`src/rtl/irq_out_pkg.sv`:
```
// package: register map, field layout and timing constants of the interrupt output logic
package irq_out_pkg;

    // =====================================================================
    // register bus geometry
    localparam int ADDR_W = 8;   // byte address width
    localparam int DATA_W = 32;  // register data width

    // =====================================================================
    // register offsets (byte addresses)
    localparam logic [ADDR_W-1:0] OFS_MODE = 8'h0c;        // general_mode_control
    localparam logic [ADDR_W-1:0] OFS_CFG = 8'h10;         // irq_output_config
    localparam logic [ADDR_W-1:0] OFS_USB_EN = 8'h14;      // usb interrupt enable
    localparam logic [ADDR_W-1:0] OFS_USB_STATUS = 8'h18;  // usb interrupt status
    localparam logic [ADDR_W-1:0] OFS_DMA_EN = 8'h1c;      // dma interrupt enable
    localparam logic [ADDR_W-1:0] OFS_DMA_REASON = 8'h20;  // dma interrupt reason

    // =====================================================================
    // register widths
    localparam int MODE_W = 16;    // general_mode_control width
    localparam int CFG_W = 8;      // irq_output_config width
    localparam int USB_W = 32;     // usb status and enable width
    localparam int DMA_W = 16;     // dma reason and enable width
    localparam int GEN_EV_W = 16;  // general usb events, low status bits
    localparam int PIPE_N = 3;     // control, in and out pipe groups

    // =====================================================================
    // field positions
    localparam int MODE_GLOBAL_EN_BIT = 3;  // global_irq_enable in general_mode_control
    localparam int CFG_POL_BIT = 0;         // irq_polarity_sel: 1 = active high
    localparam int CFG_LVL_BIT = 1;         // irq_level_pulse_sel: 1 = pulse
    localparam int CFG_CTRL_LSB = 2;        // ctrl_pipe_irq_mode [3:2]
    localparam int CFG_IN_LSB = 4;          // in_pipe_irq_mode [5:4]
    localparam int CFG_OUT_LSB = 6;         // out_pipe_irq_mode [7:6]
    localparam int USB_PIPE_LSB = 16;       // pipe status bits 16 (ctrl), 17 (in), 18 (out)

    // =====================================================================
    // reset values
    localparam logic [MODE_W-1:0] MODE_RST = 16'h0000;  // global enable off
    localparam logic [CFG_W-1:0] CFG_RST = 8'h00;       // active low, level signalling
    localparam logic [USB_W-1:0] USB_RST = 32'h0000_0000;
    localparam logic [DMA_W-1:0] DMA_RST = 16'h0000;
    localparam logic [DATA_W-1:0] RDATA_RST = 32'h0000_0000;

    // =====================================================================
    // pipe interrupt modes
    localparam logic [1:0] PMODE_ACK_NAK = 2'h0;    // interrupt on ack and every nak
    localparam logic [1:0] PMODE_ACK_ONLY = 2'h1;   // interrupt on ack only
    localparam logic [1:0] PMODE_ACK_FNAK = 2'h2;   // ack and the first nak after an ack
    localparam logic [1:0] PMODE_RESERVED = 2'h3;   // behaves as ack only

    // =====================================================================
    // timing
    localparam int CLK_PERIOD_NS = 20;  // ref_clk period
    localparam int PULSE_NS = 60;       // pulse width on the interrupt pin
    localparam int PULSE_CYCLES = (PULSE_NS + CLK_PERIOD_NS - 1) / CLK_PERIOD_NS;
    localparam int PCNT_W = 2;          // width of the pulse counter
    localparam logic [PCNT_W-1:0] PCNT_LOAD = PCNT_W'(PULSE_CYCLES);
    localparam logic [PCNT_W-1:0] PCNT_ZERO = 2'h0;
    localparam logic [PCNT_W-1:0] PCNT_ONE = 2'h1;

endpackage

```
`src/rtl/irq_pulse_gen.sv`:
```
// module: fixed-width pulse generator for the pulse signalling style of the interrupt pin
`timescale 1ns/1ps
module irq_pulse_gen
    import irq_out_pkg::*;
(
    input wire logic ref_clk,
    input wire logic rst,
    input wire logic start,  // one-cycle trigger
    output logic busy        // high for PULSE_CYCLES cycles
);

    // =====================================================================
    // counter
    logic [PCNT_W-1:0] cnt;  // cycles of pulse left

    // load on a trigger; a trigger during a pulse is merged into it, so
    // the pin never shows a pulse longer or shorter than the fixed width
    always_ff @(posedge ref_clk) begin
        if (rst) begin
            cnt <= PCNT_ZERO;
        end else if (start && cnt == PCNT_ZERO) begin
            cnt <= PCNT_LOAD;
        end else if (cnt != PCNT_ZERO) begin
            cnt <= cnt - PCNT_ONE;
        end
    end

    // busy flag kept in its own flop so the caller sees a clean level
    always_ff @(posedge ref_clk) begin
        if (rst) begin
            busy <= 1'b0;
        end else if (start && cnt == PCNT_ZERO) begin
            busy <= 1'b1;
        end else if (cnt == PCNT_ONE) begin
            busy <= 1'b0;
        end
    end

endmodule

```
`src/rtl/usb_dev_irq_output_logic.sv`:
```
// module: interrupt latching, masking and interrupt pin output of the usb device controller
// Operation
// - polarity and level/pulse select in config
// - pin newly asserted only with global enable set
// - reset gives active low, level signalling
// - pulse mode: 60 ns pulse per rise
// - each event sets its own status bit
// - enable bits gate latched events to pin
// - three 2-bit pipe mode fields govern pipes
// - event latched even when globally disabled
// - enabling with pending bit asserts pin in level style only; pulse style gives no pulse
// - disabling global enable keeps pin asserted
// - level style: pin deasserts only when no enabled status bit is set; a pulse ends after 60 ns
`timescale 1ns/1ps
module usb_dev_irq_output_logic (
    input wire logic ref_clk,
    input wire logic rst,
    input wire logic [irq_out_pkg::ADDR_W-1:0] reg_addr,
    input wire logic [irq_out_pkg::DATA_W-1:0] reg_wdata,
    input wire logic reg_wr,
    input wire logic reg_rd,
    output logic [irq_out_pkg::DATA_W-1:0] reg_rdata,
    input wire logic [irq_out_pkg::GEN_EV_W-1:0] usb_event,
    input wire logic [irq_out_pkg::PIPE_N-1:0] pipe_ack,
    input wire logic [irq_out_pkg::PIPE_N-1:0] pipe_nak,
    input wire logic [irq_out_pkg::DMA_W-1:0] dma_event,
    output logic irq_pin
);
    import irq_out_pkg::*;

    // =====================================================================
    // decode helpers
    // address match with a write or read strobe
    function automatic logic hit(input logic stb, input logic [ADDR_W-1:0] a,
                                 input logic [ADDR_W-1:0] ofs);
        hit = stb && (a == ofs);
    endfunction

    // decides whether a pipe handshake raises its status bit
    function automatic logic pipe_fire(input logic [1:0] mode, input logic ack,
                                       input logic nak, input logic nak_seen);
        logic f;
        f = ack;
        unique case (mode)
            PMODE_ACK_NAK: f = ack || nak;
            PMODE_ACK_ONLY: f = ack;
            PMODE_ACK_FNAK: f = ack || (nak && !nak_seen);
            PMODE_RESERVED: f = ack;
        endcase
        pipe_fire = f;
    endfunction

    // =====================================================================
    // registers
    logic [MODE_W-1:0] mode_reg;     // general_mode_control
    logic [CFG_W-1:0] cfg_reg;       // irq_output_config
    logic [USB_W-1:0] usb_en;        // usb interrupt enable
    logic [USB_W-1:0] usb_status;    // usb interrupt status
    logic [DMA_W-1:0] dma_en;        // dma interrupt enable
    logic [DMA_W-1:0] dma_reason;    // dma interrupt reason
    logic [PIPE_N-1:0] nak_seen;     // a nak already seen since last ack, in any mode
    logic irq_active;                // level-style interrupt condition held
    logic any_irq_q;                 // any_irq one cycle ago, for edge detect
    logic pulse_busy;                // pulse generator output

    // decoded fields
    logic global_irq_enable;
    logic irq_polarity_sel;
    logic irq_level_pulse_sel;
    logic [1:0] pipe_mode [PIPE_N];  // ctrl, in, out pipe modes
    assign global_irq_enable = mode_reg[MODE_GLOBAL_EN_BIT];
    assign irq_polarity_sel = cfg_reg[CFG_POL_BIT];
    assign irq_level_pulse_sel = cfg_reg[CFG_LVL_BIT];
    assign pipe_mode[0] = cfg_reg[CFG_CTRL_LSB +: 2];
    assign pipe_mode[1] = cfg_reg[CFG_IN_LSB +: 2];
    assign pipe_mode[2] = cfg_reg[CFG_OUT_LSB +: 2];

    // =====================================================================
    // event collection
    logic [USB_W-1:0] usb_set;       // set requests for usb status
    logic [PIPE_N-1:0] pipe_set;     // pipe bits after mode filtering
    genvar gp;
    generate
        for (gp = 0; gp < PIPE_N; gp++) begin : g_pipe
            assign pipe_set[gp] = pipe_fire(pipe_mode[gp], pipe_ack[gp], pipe_nak[gp],
                                            nak_seen[gp]);
        end
    endgenerate
    assign usb_set = {{(USB_W - GEN_EV_W - PIPE_N){1'b0}}, pipe_set, usb_event};

    // first-nak tracking: an ack rearms, any nak disarms, reported or not
    always_ff @(posedge ref_clk) begin
        if (rst) begin
            nak_seen <= '0;
        end else begin
            nak_seen <= (nak_seen | pipe_nak) & ~pipe_ack;
        end
    end

    // =====================================================================
    // control registers
    // the whole word is written; no byte lanes exist on this port
    always_ff @(posedge ref_clk) begin
        if (rst) begin
            mode_reg <= MODE_RST;
            cfg_reg <= CFG_RST;
            usb_en <= USB_RST;
            dma_en <= DMA_RST;
        end else begin
            if (hit(reg_wr, reg_addr, OFS_MODE)) begin
                mode_reg <= reg_wdata[MODE_W-1:0];
            end
            if (hit(reg_wr, reg_addr, OFS_CFG)) begin
                cfg_reg <= reg_wdata[CFG_W-1:0];
            end
            if (hit(reg_wr, reg_addr, OFS_USB_EN)) begin
                usb_en <= reg_wdata[USB_W-1:0];
            end
            if (hit(reg_wr, reg_addr, OFS_DMA_EN)) begin
                dma_en <= reg_wdata[DMA_W-1:0];
            end
        end
    end

    // =====================================================================
    // status registers
    // latching ignores the global enable so nothing is lost while masked;
    // the set term is or-ed last so an event beats a same-cycle clear
    always_ff @(posedge ref_clk) begin
        if (rst) begin
            usb_status <= USB_RST;
        end else if (hit(reg_wr, reg_addr, OFS_USB_STATUS)) begin
            usb_status <= (usb_status & ~reg_wdata[USB_W-1:0]) | usb_set;
        end else begin
            usb_status <= usb_status | usb_set;
        end
    end

    always_ff @(posedge ref_clk) begin
        if (rst) begin
            dma_reason <= DMA_RST;
        end else if (hit(reg_wr, reg_addr, OFS_DMA_REASON)) begin
            dma_reason <= (dma_reason & ~reg_wdata[DMA_W-1:0]) | dma_event;
        end else begin
            dma_reason <= dma_reason | dma_event;
        end
    end

    // =====================================================================
    // interrupt condition
    logic any_irq;  // or of all enabled status bits
    assign any_irq = (|(usb_status & usb_en)) || (|(dma_reason & dma_en));

    // asserted when enabled and pending; only an empty enabled status releases it,
    // so dropping the global enable does not pull the pin back
    always_ff @(posedge ref_clk) begin
        if (rst) begin
            irq_active <= 1'b0;
        end else if (!any_irq) begin
            irq_active <= 1'b0;
        end else if (global_irq_enable) begin
            irq_active <= 1'b1;
        end
    end

    // edge detect for the pulse style
    always_ff @(posedge ref_clk) begin
        if (rst) begin
            any_irq_q <= 1'b0;
        end else begin
            any_irq_q <= any_irq;
        end
    end

    // the enable is looked at only at the rise itself: a rise while masked is
    // not replayed later, so software must clear and re-raise to get a pulse
    logic pulse_start;  // rise of the combined interrupt while enabled
    assign pulse_start = any_irq && !any_irq_q && global_irq_enable && irq_level_pulse_sel;

    irq_pulse_gen u_pulse (
        .ref_clk(ref_clk),
        .rst(rst),
        .start(pulse_start),
        .busy(pulse_busy)
    );

    // =====================================================================
    // pin driver
    logic next_irq_pin;  // pin level for the next cycle
    always_comb begin
        if (irq_level_pulse_sel) begin
            next_irq_pin = irq_polarity_sel ? pulse_busy : !pulse_busy;
        end else begin
            next_irq_pin = irq_polarity_sel ? irq_active : !irq_active;
        end
    end

    // reset value is the inactive level of an active-low pin
    always_ff @(posedge ref_clk) begin
        if (rst) begin
            irq_pin <= 1'b1;
        end else begin
            irq_pin <= next_irq_pin;
        end
    end

    // =====================================================================
    // read port: data one cycle after the strobe, zero for unmapped
    always_ff @(posedge ref_clk) begin
        if (rst) begin
            reg_rdata <= RDATA_RST;
        end else if (reg_rd) begin
            unique case (reg_addr)
                OFS_MODE: reg_rdata <= DATA_W'(mode_reg);
                OFS_CFG: reg_rdata <= DATA_W'(cfg_reg);
                OFS_USB_EN: reg_rdata <= usb_en;
                OFS_USB_STATUS: reg_rdata <= usb_status;
                OFS_DMA_EN: reg_rdata <= DATA_W'(dma_en);
                OFS_DMA_REASON: reg_rdata <= DATA_W'(dma_reason);
                default: reg_rdata <= RDATA_RST;
            endcase
        end else begin
            reg_rdata <= RDATA_RST;
        end
    end

    // =====================================================================
    // assertions
    // they watch only what this block drives; the pin follows config one cycle
    // late, so a config write in the checked cycle is let through on purpose
    AST_RESET_DEFAULT: assert property (@(posedge ref_clk)
        rst |=> (!irq_polarity_sel && !irq_level_pulse_sel && irq_pin))
        else $error("config not active low level after reset");

    AST_CFG_WRITE: assert property (@(posedge ref_clk) disable iff (rst)
        hit(reg_wr, reg_addr, OFS_CFG) |=>
        (irq_polarity_sel == $past(reg_wdata[CFG_POL_BIT])) &&
        (irq_level_pulse_sel == $past(reg_wdata[CFG_LVL_BIT])))
        else $error("config write not taken");

    AST_NO_GLOBAL: assert property (@(posedge ref_clk) disable iff (rst)
        (!global_irq_enable && !irq_active) |=> !irq_active)
        else $error("interrupt raised without global enable");

    AST_PULSE_WIDTH: assert property (@(posedge ref_clk) disable iff (rst)
        $rose(pulse_busy) |-> pulse_busy [*3] ##1 !pulse_busy)
        else $error("pulse width not three cycles");

    AST_EVENT_LATCH: assert property (@(posedge ref_clk) disable iff (rst)
        (dma_event != '0) |=> ((dma_reason & $past(dma_event)) == $past(dma_event)))
        else $error("dma event not latched");

    AST_ENABLE_GATE: assert property (@(posedge ref_clk) disable iff (rst)
        (usb_en == '0 && dma_en == '0) |-> !any_irq)
        else $error("masked event reached interrupt condition");

    AST_PIPE_ACK_ONLY: assert property (@(posedge ref_clk) disable iff (rst)
        (pipe_mode[0] == PMODE_ACK_ONLY && pipe_nak[0] && !pipe_ack[0] &&
         !usb_status[USB_PIPE_LSB]) |=> !usb_status[USB_PIPE_LSB])
        else $error("nak raised control pipe bit in ack-only mode");

    AST_LEVEL_ASSERT: assert property (@(posedge ref_clk) disable iff (rst)
        (global_irq_enable && any_irq && !irq_level_pulse_sel && !$past(irq_level_pulse_sel))
        |=> irq_active ##1 (irq_pin == irq_polarity_sel || $changed(cfg_reg) ||
        $past(irq_level_pulse_sel)))
        else $error("pending interrupt not asserted on pin");

    AST_HOLD_AFTER_DISABLE: assert property (@(posedge ref_clk) disable iff (rst)
        (irq_active && any_irq) |=> irq_active)
        else $error("interrupt dropped while still pending");

    AST_DEASSERT: assert property (@(posedge ref_clk) disable iff (rst)
        !any_irq |=> !irq_active)
        else $error("interrupt held with no pending bit");

    AST_W1C: assert property (@(posedge ref_clk) disable iff (rst)
        (hit(reg_wr, reg_addr, OFS_DMA_REASON) && dma_event == '0) |=>
        (dma_reason == ($past(dma_reason) & ~$past(reg_wdata[DMA_W-1:0]))))
        else $error("write one to clear failed");

    // a repeated nak in first-nak mode must leave the control pipe bit alone
    AST_NAK_FIRST: assert property (@(posedge ref_clk) disable iff (rst)
        (pipe_mode[0] == PMODE_ACK_FNAK && pipe_nak[0] && nak_seen[0] && !pipe_ack[0] &&
         !usb_status[USB_PIPE_LSB]) |=> !usb_status[USB_PIPE_LSB])
        else $error("repeated nak raised control pipe bit");

    AST_USB_LATCH: assert property (@(posedge ref_clk) disable iff (rst)
        (usb_event != '0) |=>
        ((usb_status[GEN_EV_W-1:0] & $past(usb_event)) == $past(usb_event)))
        else $error("usb event not latched");

    AST_NO_PULSE_DISABLED: assert property (@(posedge ref_clk) disable iff (rst)
        (!global_irq_enable && !pulse_busy) |=> !pulse_busy)
        else $error("pulse started without global enable");

    // nothing pending in level style: the pin is inactive two edges later
    AST_LEVEL_RELEASE: assert property (@(posedge ref_clk) disable iff (rst)
        (!any_irq && !irq_level_pulse_sel) ##1 $stable(cfg_reg) |=>
        (irq_pin != irq_polarity_sel || $changed(cfg_reg)))
        else $error("pin still active with nothing pending");

    AST_PULSE_PIN: assert property (@(posedge ref_clk) disable iff (rst)
        irq_level_pulse_sel |=>
        (irq_pin == (irq_polarity_sel == $past(pulse_busy)) || $changed(cfg_reg)))
        else $error("pin does not follow the pulse");

endmodule

```
`config.mk`:
```
export PLATFORM = sky130hd
export DESIGN_NAME = usb_dev_irq_output_logic
export DESIGN_NICKNAME = d
export VERILOG_FILES = /design/src/rtl/irq_out_pkg.sv /design/src/rtl/irq_pulse_gen.sv /design/src/rtl/usb_dev_irq_output_logic.sv
export SDC_FILE = /design/constraint.sdc
export NUM_CORES = 1
export LEC_CHECK = 0
export BUFFER_PORTS_ARGS = -buffer_cell sky130_fd_sc_hd__buf_2
export CAP_MARGIN = 20
export CORE_MARGIN = 2
export CORE_UTILIZATION = 35
export CTS_BUF_LIST = sky130_fd_sc_hd__clkbuf_8
export DETAILED_ROUTE_END_ITERATION = 10
export PLACE_DENSITY = 0.61
export SYNTH_ARGS = -nofsm -noshare
export SYNTH_HDL_FRONTEND = slang
export SYNTH_SLANG_ARGS = --single-unit
export TNS_END_PERCENT = 30
```
`constraint.sdc`:
```
create_clock -name ref_clk -period 2.6 [get_ports ref_clk]
set_input_delay 0.26 -clock ref_clk [delete_from_list [all_inputs] [get_ports ref_clk]]
set_output_delay 0.26 -clock ref_clk [all_outputs]
set_load 0.05 [all_outputs]
```
==> impl_metrics.tcl, run 1 <==
set metrics [dict create \
    tritoncts "yes" \
    dpl-instance-area_mm2 0.00717 \
    r2r_cells 5 \
    synthFlopType "dfxtp_1" \
    initial_core_util 0.359 \
    postSynth.asyncResetShare 0 \
    cp_data_arrival_time_ns 2.35 \
    core_area_mm2 0.0174 \
    pin_count 115 \
    synthDistinctLibCells 42 \
    setup-tns-final_ns 0 \
    end_kind "register" \
    peakVddDrop_mv 0.363 \
    finalCritPeriodShare 0.759 \
    routedWlPerCell_um 18.0 \
    rsz0062_at_grt "false" \
    wl_met1_mm 9.34 \
    die_area_mm2 0.0189 \
    critPathMaxFanout 4 \
    top_layer "met4" \
    place_congestion 0.849 \
    postRouteAntennaNets 0 \
    cts_setup_buffers 0 \
    routed-wl-met3_mm 1.64 \
    drv_cap 0 \
    place_hpwl_mm 13.7 \
    grt_pass1_wl_mm 31.1 \
    synth_edf_count 0 \
    rows 48 \
    ys_ff_latch 161 \
    critPathKind "reg2reg" \
    status "completed" \
    diodes 0 \
    postLayoutCellArea_mm2 0.00779 \
    root_buffer "clkbuf_8" \
    die_width_um 137 \
    required_ns 2.97 \
    syn_area_mm2 0.00623 \
    wl_met2_mm 8.88 \
    skew_ns 0.0137 \
    ys_warn_count 0 \
    max_freq_mhz 507 \
    routed-via-count 5976 \
    hold_depth 3 \
    syn_to_final_growth_pct 25.0 \
    min_from "usb_event[1]" \
    power_mw 4.66 \
    grt_pass1_vias 5432 \
    min_path_type "in2reg" \
    cts_buffers 17 \
    clk_pin_slew_ns 0.09 \
    cts.repair.resized 0 \
    drc 0 \
    numPortBuffers 114 \
    seq_area_frac_synth 0.517 \
    drt_first_pass_iters 5 \
    antenna_found_initial 0 \
    setup_viol 0 \
    crit_path_start_kind "register" \
    dp.cells 1066 \
    slew_headroom 0.563 \
    nNetsFinal 966 \
    drt-total-wl_mm 20.1 \
    drt_iter0_drc 596 \
    worstHoldEndpoint "usb_status[1]$_SDFF_PP0_" \
    htreeDepth 4 \
    cts_hold_buffers 21 \
    cts.sinks 161 \
    fin_util 0.449 \
    die_y_um 137 \
    grt_max_degree 115 \
    maxSlewViolCount 0 \
    overflow 0 \
    worst_pin_slew_ns 0.651 \
    reg2reg_to "u_pulse.cnt[1]$_SDFFE_PP0P_" \
    synth_nets 831 \
    p_leak_nw 2.84 \
    p_per_area_mw_per_mm2 598 \
    grt_usage 0.219 \
    r2r_start "usb_status[1]$_SDFF_PP0_" \
    drive_gt1_frac 0.206 \
    clockBufferDepth 2 \
    netlist_instances 747 \
    viasPerCell 5.34 \
    top_regs "reg_rdata x32, usb_en x32, usb_status x32" \
    fin_crit_ns 1.97 \
    avgSynthCellArea_um2 8.34 \
    instances_no_fill 1120 \
    ff2ff_setup_slack_ns 0.63 \
    finalHoldViolations 0 \
    clk_latency_ns 0.45 \
]
[worst max-delay path by stage]
| stage | to | from | cells past startpoint |
|---|---|---|---|
| 3_3_place_gp | reg_rdata[19]$_SDFF_PP0_ | reg_addr[7] | 7 |
| 3_5_place_dp | reg_rdata[28]$_SDFF_PP0_ | reg_addr[7] | 7 |
| 4_1_cts | reg_rdata[20]$_SDFF_PP0_ | reg_addr[7] | 7 |
| 2_1_floorplan | cfg_reg[0]$_SDFFE_PP0P_ | reg_addr[7] | 7 |
| 6_report | u_pulse.cnt[1]$_SDFFE_PP0P_ | usb_status[1]$_SDFF_PP0_ | 5 |
| 5_1_grt | u_pulse.cnt[1]$_SDFFE_PP0P_ | usb_status[1]$_SDFF_PP0_ | 5 |
[metal layers]
metal,track usage,vias to the layer above
li1,-,2886
met2,0.323,234
met3,0.0522,19
met4,0.0556,0
met5,0,-
met1,0.319,2837
[cell type report]
class                   instances  area, um2
inverters                      10       37.5
clock inverters                13        136
flip-flops and latches        161       3220
multi-input cells             529       2820
clock buffers                  19        262
fillers                      1756       9570
repair buffers                163       1030
well taps                     225        282
[Yosys cell counts (5+ instances only)]
master	number	area, um2
nand2_1	171	642
dfxtp_1	161	3220
a21oi_1	109	546
nor2_1	67	251
a22oi_1	52	390
clkbuf_1	36	135
nand3_1	32	160
and3_1	13	81.3
mux2i_1	13	130
a31oi_1	11	68.8
buf_2	10	50.1
inv_1	10	37.5
a221oi_1	8	70.1
a22o_1	8	70.1
nor3_1	5	25.0
[layout by cell type (no fill, tap or decap), types with 2 or more instances in the layout]
cell / count
clkinvlp_4: 3
mux2i_1: 13
nand2_1: 171
a31oi_1: 11
a21oi_1: 109
o21ai_0: 2
dlygate4sd3_1: 22
a22oi_1: 52
nor2_1: 67
a211oi_1: 2
nand4_1: 4
clkinv_2: 3
nand3_1: 32
dfxtp_1: 161
a222oi_1: 4
clkbuf_8: 19
inv_1: 11
bufinv_16: 2
buf_4: 25
nor3_1: 4
mux2_2: 2
and3_1: 13
buf_12: 3
buf_2: 113
ha_1: 2
nand2b_1: 2
nor3_4: 2
a221oi_1: 8
nor3_2: 2
a22o_1: 8
clkinv_4: 3
and2_1: 2
[cell families after synthesis]
family | share of synthesized area
xor+xnor | 0.00141
buf+inv | 0.0369
simple gates | 0.215
fa+ha+maj | 0.00401
mux | 0.0245
flops | 0.517
compound gates | 0.201
[worst max-delay path, cell delays in order (launching register included)]
cell,delay (ns)
dfxtp_1,0.34
a22oi_1,0.44
nand4_1,0.14
nor4_1,0.57
a311oi_1,0.18
a211oi_1,0.22
[where the power goes]
group / internal (mW) / total [mW] / switching, mW
Clock: 0.902 / 1.86 / 0.953
Combinational: 0.107 / 0.255 / 0.148
Sequential: 2.51 / 2.55 / 0.0435
Total: 3.51 / 4.66 / 1.14
[stage by stage]
stage                     hold slack (ns)  worst slack (ns)
after floorplan                     0.339             0.436
after global placement              0.438             0.238
after detailed placement            0.445             0.167
after CTS                        0.000116             0.646
after global routing              0.00194             0.447
final                              0.0191             0.627
Note: power is estimated with default switching activity, not from simulation.
==> inputs of run 2 (changes only) <==
==> constraint.sdc (replaced) <==
create_clock -name ref_clk -period 2 [get_ports ref_clk]
set_input_delay 0.2 -clock ref_clk [delete_from_list [all_inputs] [get_ports ref_clk]]
set_output_delay 0.2 -clock ref_clk [all_outputs]
set_load 0.05 [all_outputs]
==> run 2 against run 1 <==
  * Core utilization grew 2.8 points
  * Wire length grew 0.82%
  * Worst setup slack lost 0.30 ns
  * Critical path depth grew 1
  * Non-clock buffer count grew 45
  * Via count grew 3.0%
  * First-iteration DRC count shrank 2.5%
  * Count of clock-buffer cells in the layout is the same
  * Clock skew shrank 0.0017 ns
  * Critical path type unchanged
==> impl_metrics.tcl, run 2 (same netlist as run 1, synthesis figures left out) <==
set metrics [dict create \
    status "completed" \
    tritoncts "yes" \
    numPortBuffers 114 \
    critPathKind "reg2reg" \
    pin_count 115 \
    finalHoldViolations 0 \
    die_area_mm2 0.0189 \
    die_width_um 137 \
    clk_latency_ns 0.47 \
    fin_util 0.477 \
    postRouteAntennaNets 0 \
    end_kind "register" \
    cts.repair.resized 0 \
    initial_core_util 0.359 \
    peakVddDrop_mv 0.399 \
    cts_buffers 17 \
    max_freq_mhz 597 \
    root_buffer "clkbuf_8" \
    maxSlewViolCount 0 \
    grt_usage 0.220 \
    htreeDepth 4 \
    top_regs "reg_rdata x32, usb_en x32, usb_status x32" \
    setup_viol 0 \
    place_hpwl_mm 13.8 \
    clk_pin_slew_ns 0.09 \
    die_y_um 137 \
    drv_cap 0 \
    routedWlPerCell_um 17.4 \
    final_common_cell "nand2_1" \
    antenna_found_initial 0 \
    grt_max_degree 115 \
    worst_pin_slew_ns 0.728 \
    nNetsFinal 1011 \
    p_per_area_mw_per_mm2 723 \
    viasPerCell 5.28 \
    p_leak_nw 3.05 \
    grt_pass1_vias 5705 \
    cp_data_arrival_time_ns 2.06 \
    fin_crit_ns 1.67 \
    syn_to_final_growth_pct 32.8 \
    clockBufferDepth 2 \
    slew_headroom 0.514 \
    drt-total-wl_mm 20.3 \
    finalCritPeriodShare 0.837 \
    core_area_mm2 0.0174 \
    drt_iter0_drc 581 \
    critPathMaxFanout 4 \
    required_ns 2.38 \
    place_congestion 0.830 \
    grt_pass1_wl_mm 31.2 \
    rsz0062_at_grt "false" \
    rows 48 \
    mostFrequentLayoutCells "nand2_1, dfxtp_1, buf_2, a21oi_1, nor2_1" \
    cts.sinks 161 \
    min_path_type "in2reg" \
    drive_gt1_frac 0.211 \
    drc 0 \
    drt_first_pass_iters 7 \
    cts_setup_buffers 0 \
    setup-tns-final_ns 0 \
    skew_ns 0.0120 \
    overflow 0 \
    crit_path_start_kind "register" \
    routed-via-count 6156 \
]
[run 2: changes by cell type in the layout (fill, tap and decap cells not counted), moves of 2 or more]
cell,change
dlygate4sd3_1,+31
buf_12,+7
buf_4,+7
clkinv_2,-2
[run 2: timing repair]
action,in CTS,in global routing
hold buffers,52,1
setup endpoints to repair,0,0
hold endpoints to repair,51,1
[run 2: layer usage]
layer | vias to the layer above | share of wire | global-route usage
met5 | - | 0 | 0
met4 | 0 | 0.022 | 0.0739
met3 | 30 | 0.073 | 0.0504
met2 | 248 | 0.44 | 0.333
met1 | 2901 | 0.47 | 0.308
li1 | 2977 | - | -
[run 2: metrics by stage]
step | hold WS (ns) | setup WS [ns] | std cells | power (mW) | cell area, um2
6_report | 0.0177 | 0.325 | 1165 | 5.98 | 8280
3_3_place_gp | 0.390 | -0.0396 | 1080 | 3.70 | 7370
5_1_grt | 0.00397 | 0.243 | 1164 | 6.19 | 8270
3_5_place_dp | 0.393 | -0.0633 | 1080 | 3.70 | 7370
2_1_floorplan | 0.279 | -0.0832 | 747 | 3.49 | 6250
4_1_cts | 0.00573 | 0.335 | 1163 | 6.02 | 8260
[run 2: area by class of cell]
type                       count  area, um2
sequential                   161       3220
clock buffer                  19        262
multi-input combinational    529       2820
timing repair buffer         208       1540
tap                          225        282
fill                        1699       9080
inverter                      10       37.5
antenna                        1       2.50
clock inverter                12        113
[run 2: worst max-delay path, cell delays in order, from the launching register on]
cell	delay (ns)
dfxtp_1	0.34
a22oi_1	0.27
nand4_1	0.17
nor4_1	0.33
buf_4	0.18
a311oi_1	0.09
a211oi_1	0.21
[run 2: report_power, final]
| part | internal (mW) | switching [mW] |
|---|---|---|
| registers | 3.26 | 0.0576 |
| logic | 0.188 | 0.204 |
| clock network | 1.04 | 1.23 |
| total | 4.49 | 1.49 |
[run 2: path summary, 6_finish.rpt]
path	startpoint	end	slack, ns	depth (start not counted)
hold / removal	reg_wdata[10]	mode_reg[10]$_SDFFE_PP0P_	0.02	3
hold reg to reg	mode_reg[9]$_SDFFE_PP0P_	mode_reg[9]$_SDFFE_PP0P_	0.46	2
setup / recovery	usb_status[13]$_SDFF_PP0_	u_pulse.cnt[1]$_SDFFE_PP0P_	0.33	6
setup reg to reg	usb_status[13]$_SDFF_PP0_	u_pulse.cnt[1]$_SDFFE_PP0P_	0.33	6
==> inputs of run 3 (changes only) <==
--- a/config.mk
+++ b/config.mk
@@ -5,13 +5,14 @@
 export SDC_FILE = /design/constraint.sdc
 export NUM_CORES = 1
 export LEC_CHECK = 0
+export ABC_AREA = 1
 export BUFFER_PORTS_ARGS = -buffer_cell sky130_fd_sc_hd__buf_2
 export CAP_MARGIN = 20
 export CORE_MARGIN = 2
 export CORE_UTILIZATION = 35
 export CTS_BUF_LIST = sky130_fd_sc_hd__clkbuf_8
 export DETAILED_ROUTE_END_ITERATION = 10
-export PLACE_DENSITY = 0.61
+export PLACE_DENSITY = 0.63
 export SYNTH_ARGS = -nofsm -noshare
 export SYNTH_HDL_FRONTEND = slang
 export SYNTH_SLANG_ARGS = --single-unit
==> constraint.sdc (replaced) <==
create_clock -name ref_clk -period 1.49 [get_ports ref_clk]
set_input_delay 0.149 -clock ref_clk [delete_from_list [all_inputs] [get_ports ref_clk]]
set_output_delay 0.149 -clock ref_clk [all_outputs]
set_load 0.05 [all_outputs]
==> run 3 against run 2 <==
  * Combinational power up 100%
  * Die area up 5.9%
  * Largest cell class unchanged
  * Count of clock-buffer cells in the layout down 1
  * Highest routed layer unchanged
  * Core utilization down 0.15 points
  * First-iteration DRC count down 23%
  * Final cell count up 15%
  * Global-route usage down 2.8 points
  * Wire length down 5.9%
  * Clock power up 47%
  * Cell area up 7.1%
==> impl_metrics.tcl, run 3 <==
set metrics [dict create \
    status "completed" \
    synth_top_family_by_area "compound AO/OA/AOI/OAI gates" \
    drt_first_pass_iters 5 \
    root_buffer "clkbuf_8" \
    syn_to_final_growth_pct 34.0 \
    ff2ff_setup_slack_ns 0.17 \
    slew_headroom 0.744 \
    pin_count 115 \
    setup_ws_ns 0.168 \
    nNetsFinal 1179 \
    min_path_type "in2reg" \
    cts_buffers 17 \
    postRouteAntennaNets 0 \
    drt-total-wl_mm 19.1 \
    ys_warn_count 0 \
    antenna_found_initial 0 \
    fin_util 0.475 \
    viasPerCell 4.78 \
    rsz0062_at_grt "false" \
    setup-tns-final_ns 0 \
    synth_most_common_cell "dfxtp_1" \
    maxSlewViolCount 0 \
    rows 50 \
    synthAdderAreaFrac 0.00378 \
    setup_viol 0 \
    synthTopCellsByArea "dfxtp_1, inv_1, o21ai_0" \
    synthDistinctLibCells 28 \
    synth_nets 982 \
    tritoncts "yes" \
    core_area_mm2 0.0186 \
    p_per_area_mw_per_mm2 971 \
    synth_xor_area_frac 0 \
    synth_area_leader_cell "dfxtp_1" \
    syn_area_mm2 0.00661 \
    drt_iter0_drc 446 \
    routed-via-count 6420 \
    clk_latency_ns 0.46 \
    reg2reg_to "u_pulse.cnt[1]$_SDFFE_PP0P_" \
    synthFlopType "dfxtp_1" \
    skew_ns 0.0133 \
    netlist_instances 898 \
    required_ns 1.85 \
    end_kind "register" \
    r2r_cells 10 \
    die_area_mm2 0.0200 \
    finalCritPeriodShare 0.887 \
    pre_cts_ws_ns -0.116 \
    seq_area_frac_synth 0.487 \
    final_common_cell "dfxtp_1" \
    mostFrequentLayoutCells "dfxtp_1, inv_1, nand2_1, buf_2, o21ai_0" \
    synth_commonest_cells "dfxtp_1, inv_1, nand2_1" \
    place_hpwl_mm 13.4 \
    grt_pass1_vias 5994 \
    diodes 0 \
    initial_core_util 0.355 \
    crit_path_start_kind "register" \
    critPathKind "reg2reg" \
    peakVddDrop_mv 0.567 \
    synth_simple_gate_area_frac 0.180 \
    hold_slack_ns 0.0198 \
    cts_setup_buffers 0 \
    drive_gt1_frac 0.190 \
    place_congestion 0.863 \
    hold_depth 3 \
    cts.sinks 161 \
    htreeDepth 4 \
    min_from "reg_wdata[2]" \
    clk_pin_slew_ns 0.09 \
    synth_compound_area_frac 0.216 \
    grt_usage 0.192 \
    numPortBuffers 114 \
    postSynth.asyncResetShare 0 \
    max_freq_mhz 757 \
    die_width_um 141 \
    fillCellCount 1870 \
    crit_start "dma_reason[11]$_SDFF_PP0_" \
    muxShareOfSynthArea 0 \
    finalHoldViolations 0 \
    clockBufferDepth 2 \
    routedWlPerCell_um 14.2 \
    critPathMaxFanout 3 \
    ys_ff_latch 161 \
    top_regs "reg_rdata x32, usb_en x32, usb_status x32" \
    die_y_um 141 \
    worst_pin_slew_ns 0.380 \
    p_leak_nw 3.79 \
    grt_max_degree 63 \
    overflow 0 \
    cp_data_arrival_time_ns 1.69 \
    avgSynthCellArea_um2 7.36 \
    drv_cap 0 \
    fin_crit_ns 1.32 \
    grt_pass1_wl_mm 30.2 \
    r2r_start "dma_reason[11]$_SDFF_PP0_" \
    synth_edf_count 0 \
    synth.top_cell.area_share 0.487 \
    drc 0 \
    worstHoldEndpoint "mode_reg[2]$_SDFFE_PP0P_" \
]
-- run 3: report_power, final --
group	internal [mW]	switching [mW]
clock	1.70	1.64
sequential	4.40	0.0575
combinational	0.373	0.431
total	6.48	2.13
-- run 3: logic make-up (layout without fill, tap and decap cells) --
logic type | count (synthesis) | count (layout)
DFF | 161 | 161
AOI/OAI and AO/OA | 265 | 265
and+or+nand+nor | 277 | 277
adders and majority gates | 2 | 2
buffers and inverters | 193 | 403
-- run 3: cell type report --
class | count | area [um2] | share of cell area
Sequential cell | 161 | 3220 | 0.364
Inverter | 148 | 556 | 0.0627
Clock inverter | 14 | 161 | 0.0182
Timing Repair Buffer | 223 | 1720 | 0.194
Tap cell | 234 | 293 | 0.0330
Clock buffer | 18 | 248 | 0.0280
Multi-Input combinational cell | 544 | 2660 | 0.300
-- run 3: per-layer routing --
metal / share of wire / GRT usage / vias up
li1: - / - / 3296
met1: 0.48 / 0.267 / 2918
met2: 0.45 / 0.302 / 178
met3: 0.054 / 0.0364 / 28
met4: 0.020 / 0.0626 / 0
met5: 0 / 0 / -
-- run 3: timing repair --
| action | in CTS | in global routing |
|---|---|---|
| endpoints found under the setup margin | 0 | 2 |
| resized for setup | 0 | 4 |
| hold endpoints to repair | 75 | 0 |
| hold buffers | 62 | 0 |
-- run 3: stage by stage --
stage          power (mW)  std cells  area, um2
2_1_floorplan        4.92        898       6610
3_5_place_dp         5.23       1248       7820
6_report             8.61       1342       8860
5_1_grt              8.91       1342       8860
3_3_place_gp         5.23       1248       7820
4_1_cts              8.66       1342       8850
-- run 3: worst max path at each step --
| stage | to | slack, ns | cells after the start |
|---|---|---|---|
| 2_1_floorplan | usb_en[23]$_SDFFE_PP0P_ | 0.18 | 7 |
| 3_3_place_gp | reg_rdata[15]$_SDFF_PP0_ | -0.08 | 10 |
| 3_5_place_dp | usb_en[9]$_SDFFE_PP0P_ | -0.12 | 9 |
| 4_1_cts | u_pulse.cnt[1]$_SDFFE_PP0P_ | 0.04 | 10 |
| 5_1_grt | u_pulse.cnt[1]$_SDFFE_PP0P_ | 0.03 | 10 |
| 6_report | u_pulse.cnt[1]$_SDFFE_PP0P_ | 0.17 | 10 |
-- run 3: critical path, stage by stage, from the launching register on --
cell and delay [ns]:
dfxtp_1 0.34, nand2_1 0.08, nand2_1 0.05, nor2_1 0.11
nand2_1 0.12, nor2_4 0.16, nand3_2 0.12, nand2_2 0.10
nand3_1 0.06, nand2_1 0.06, nor2_1 0.04
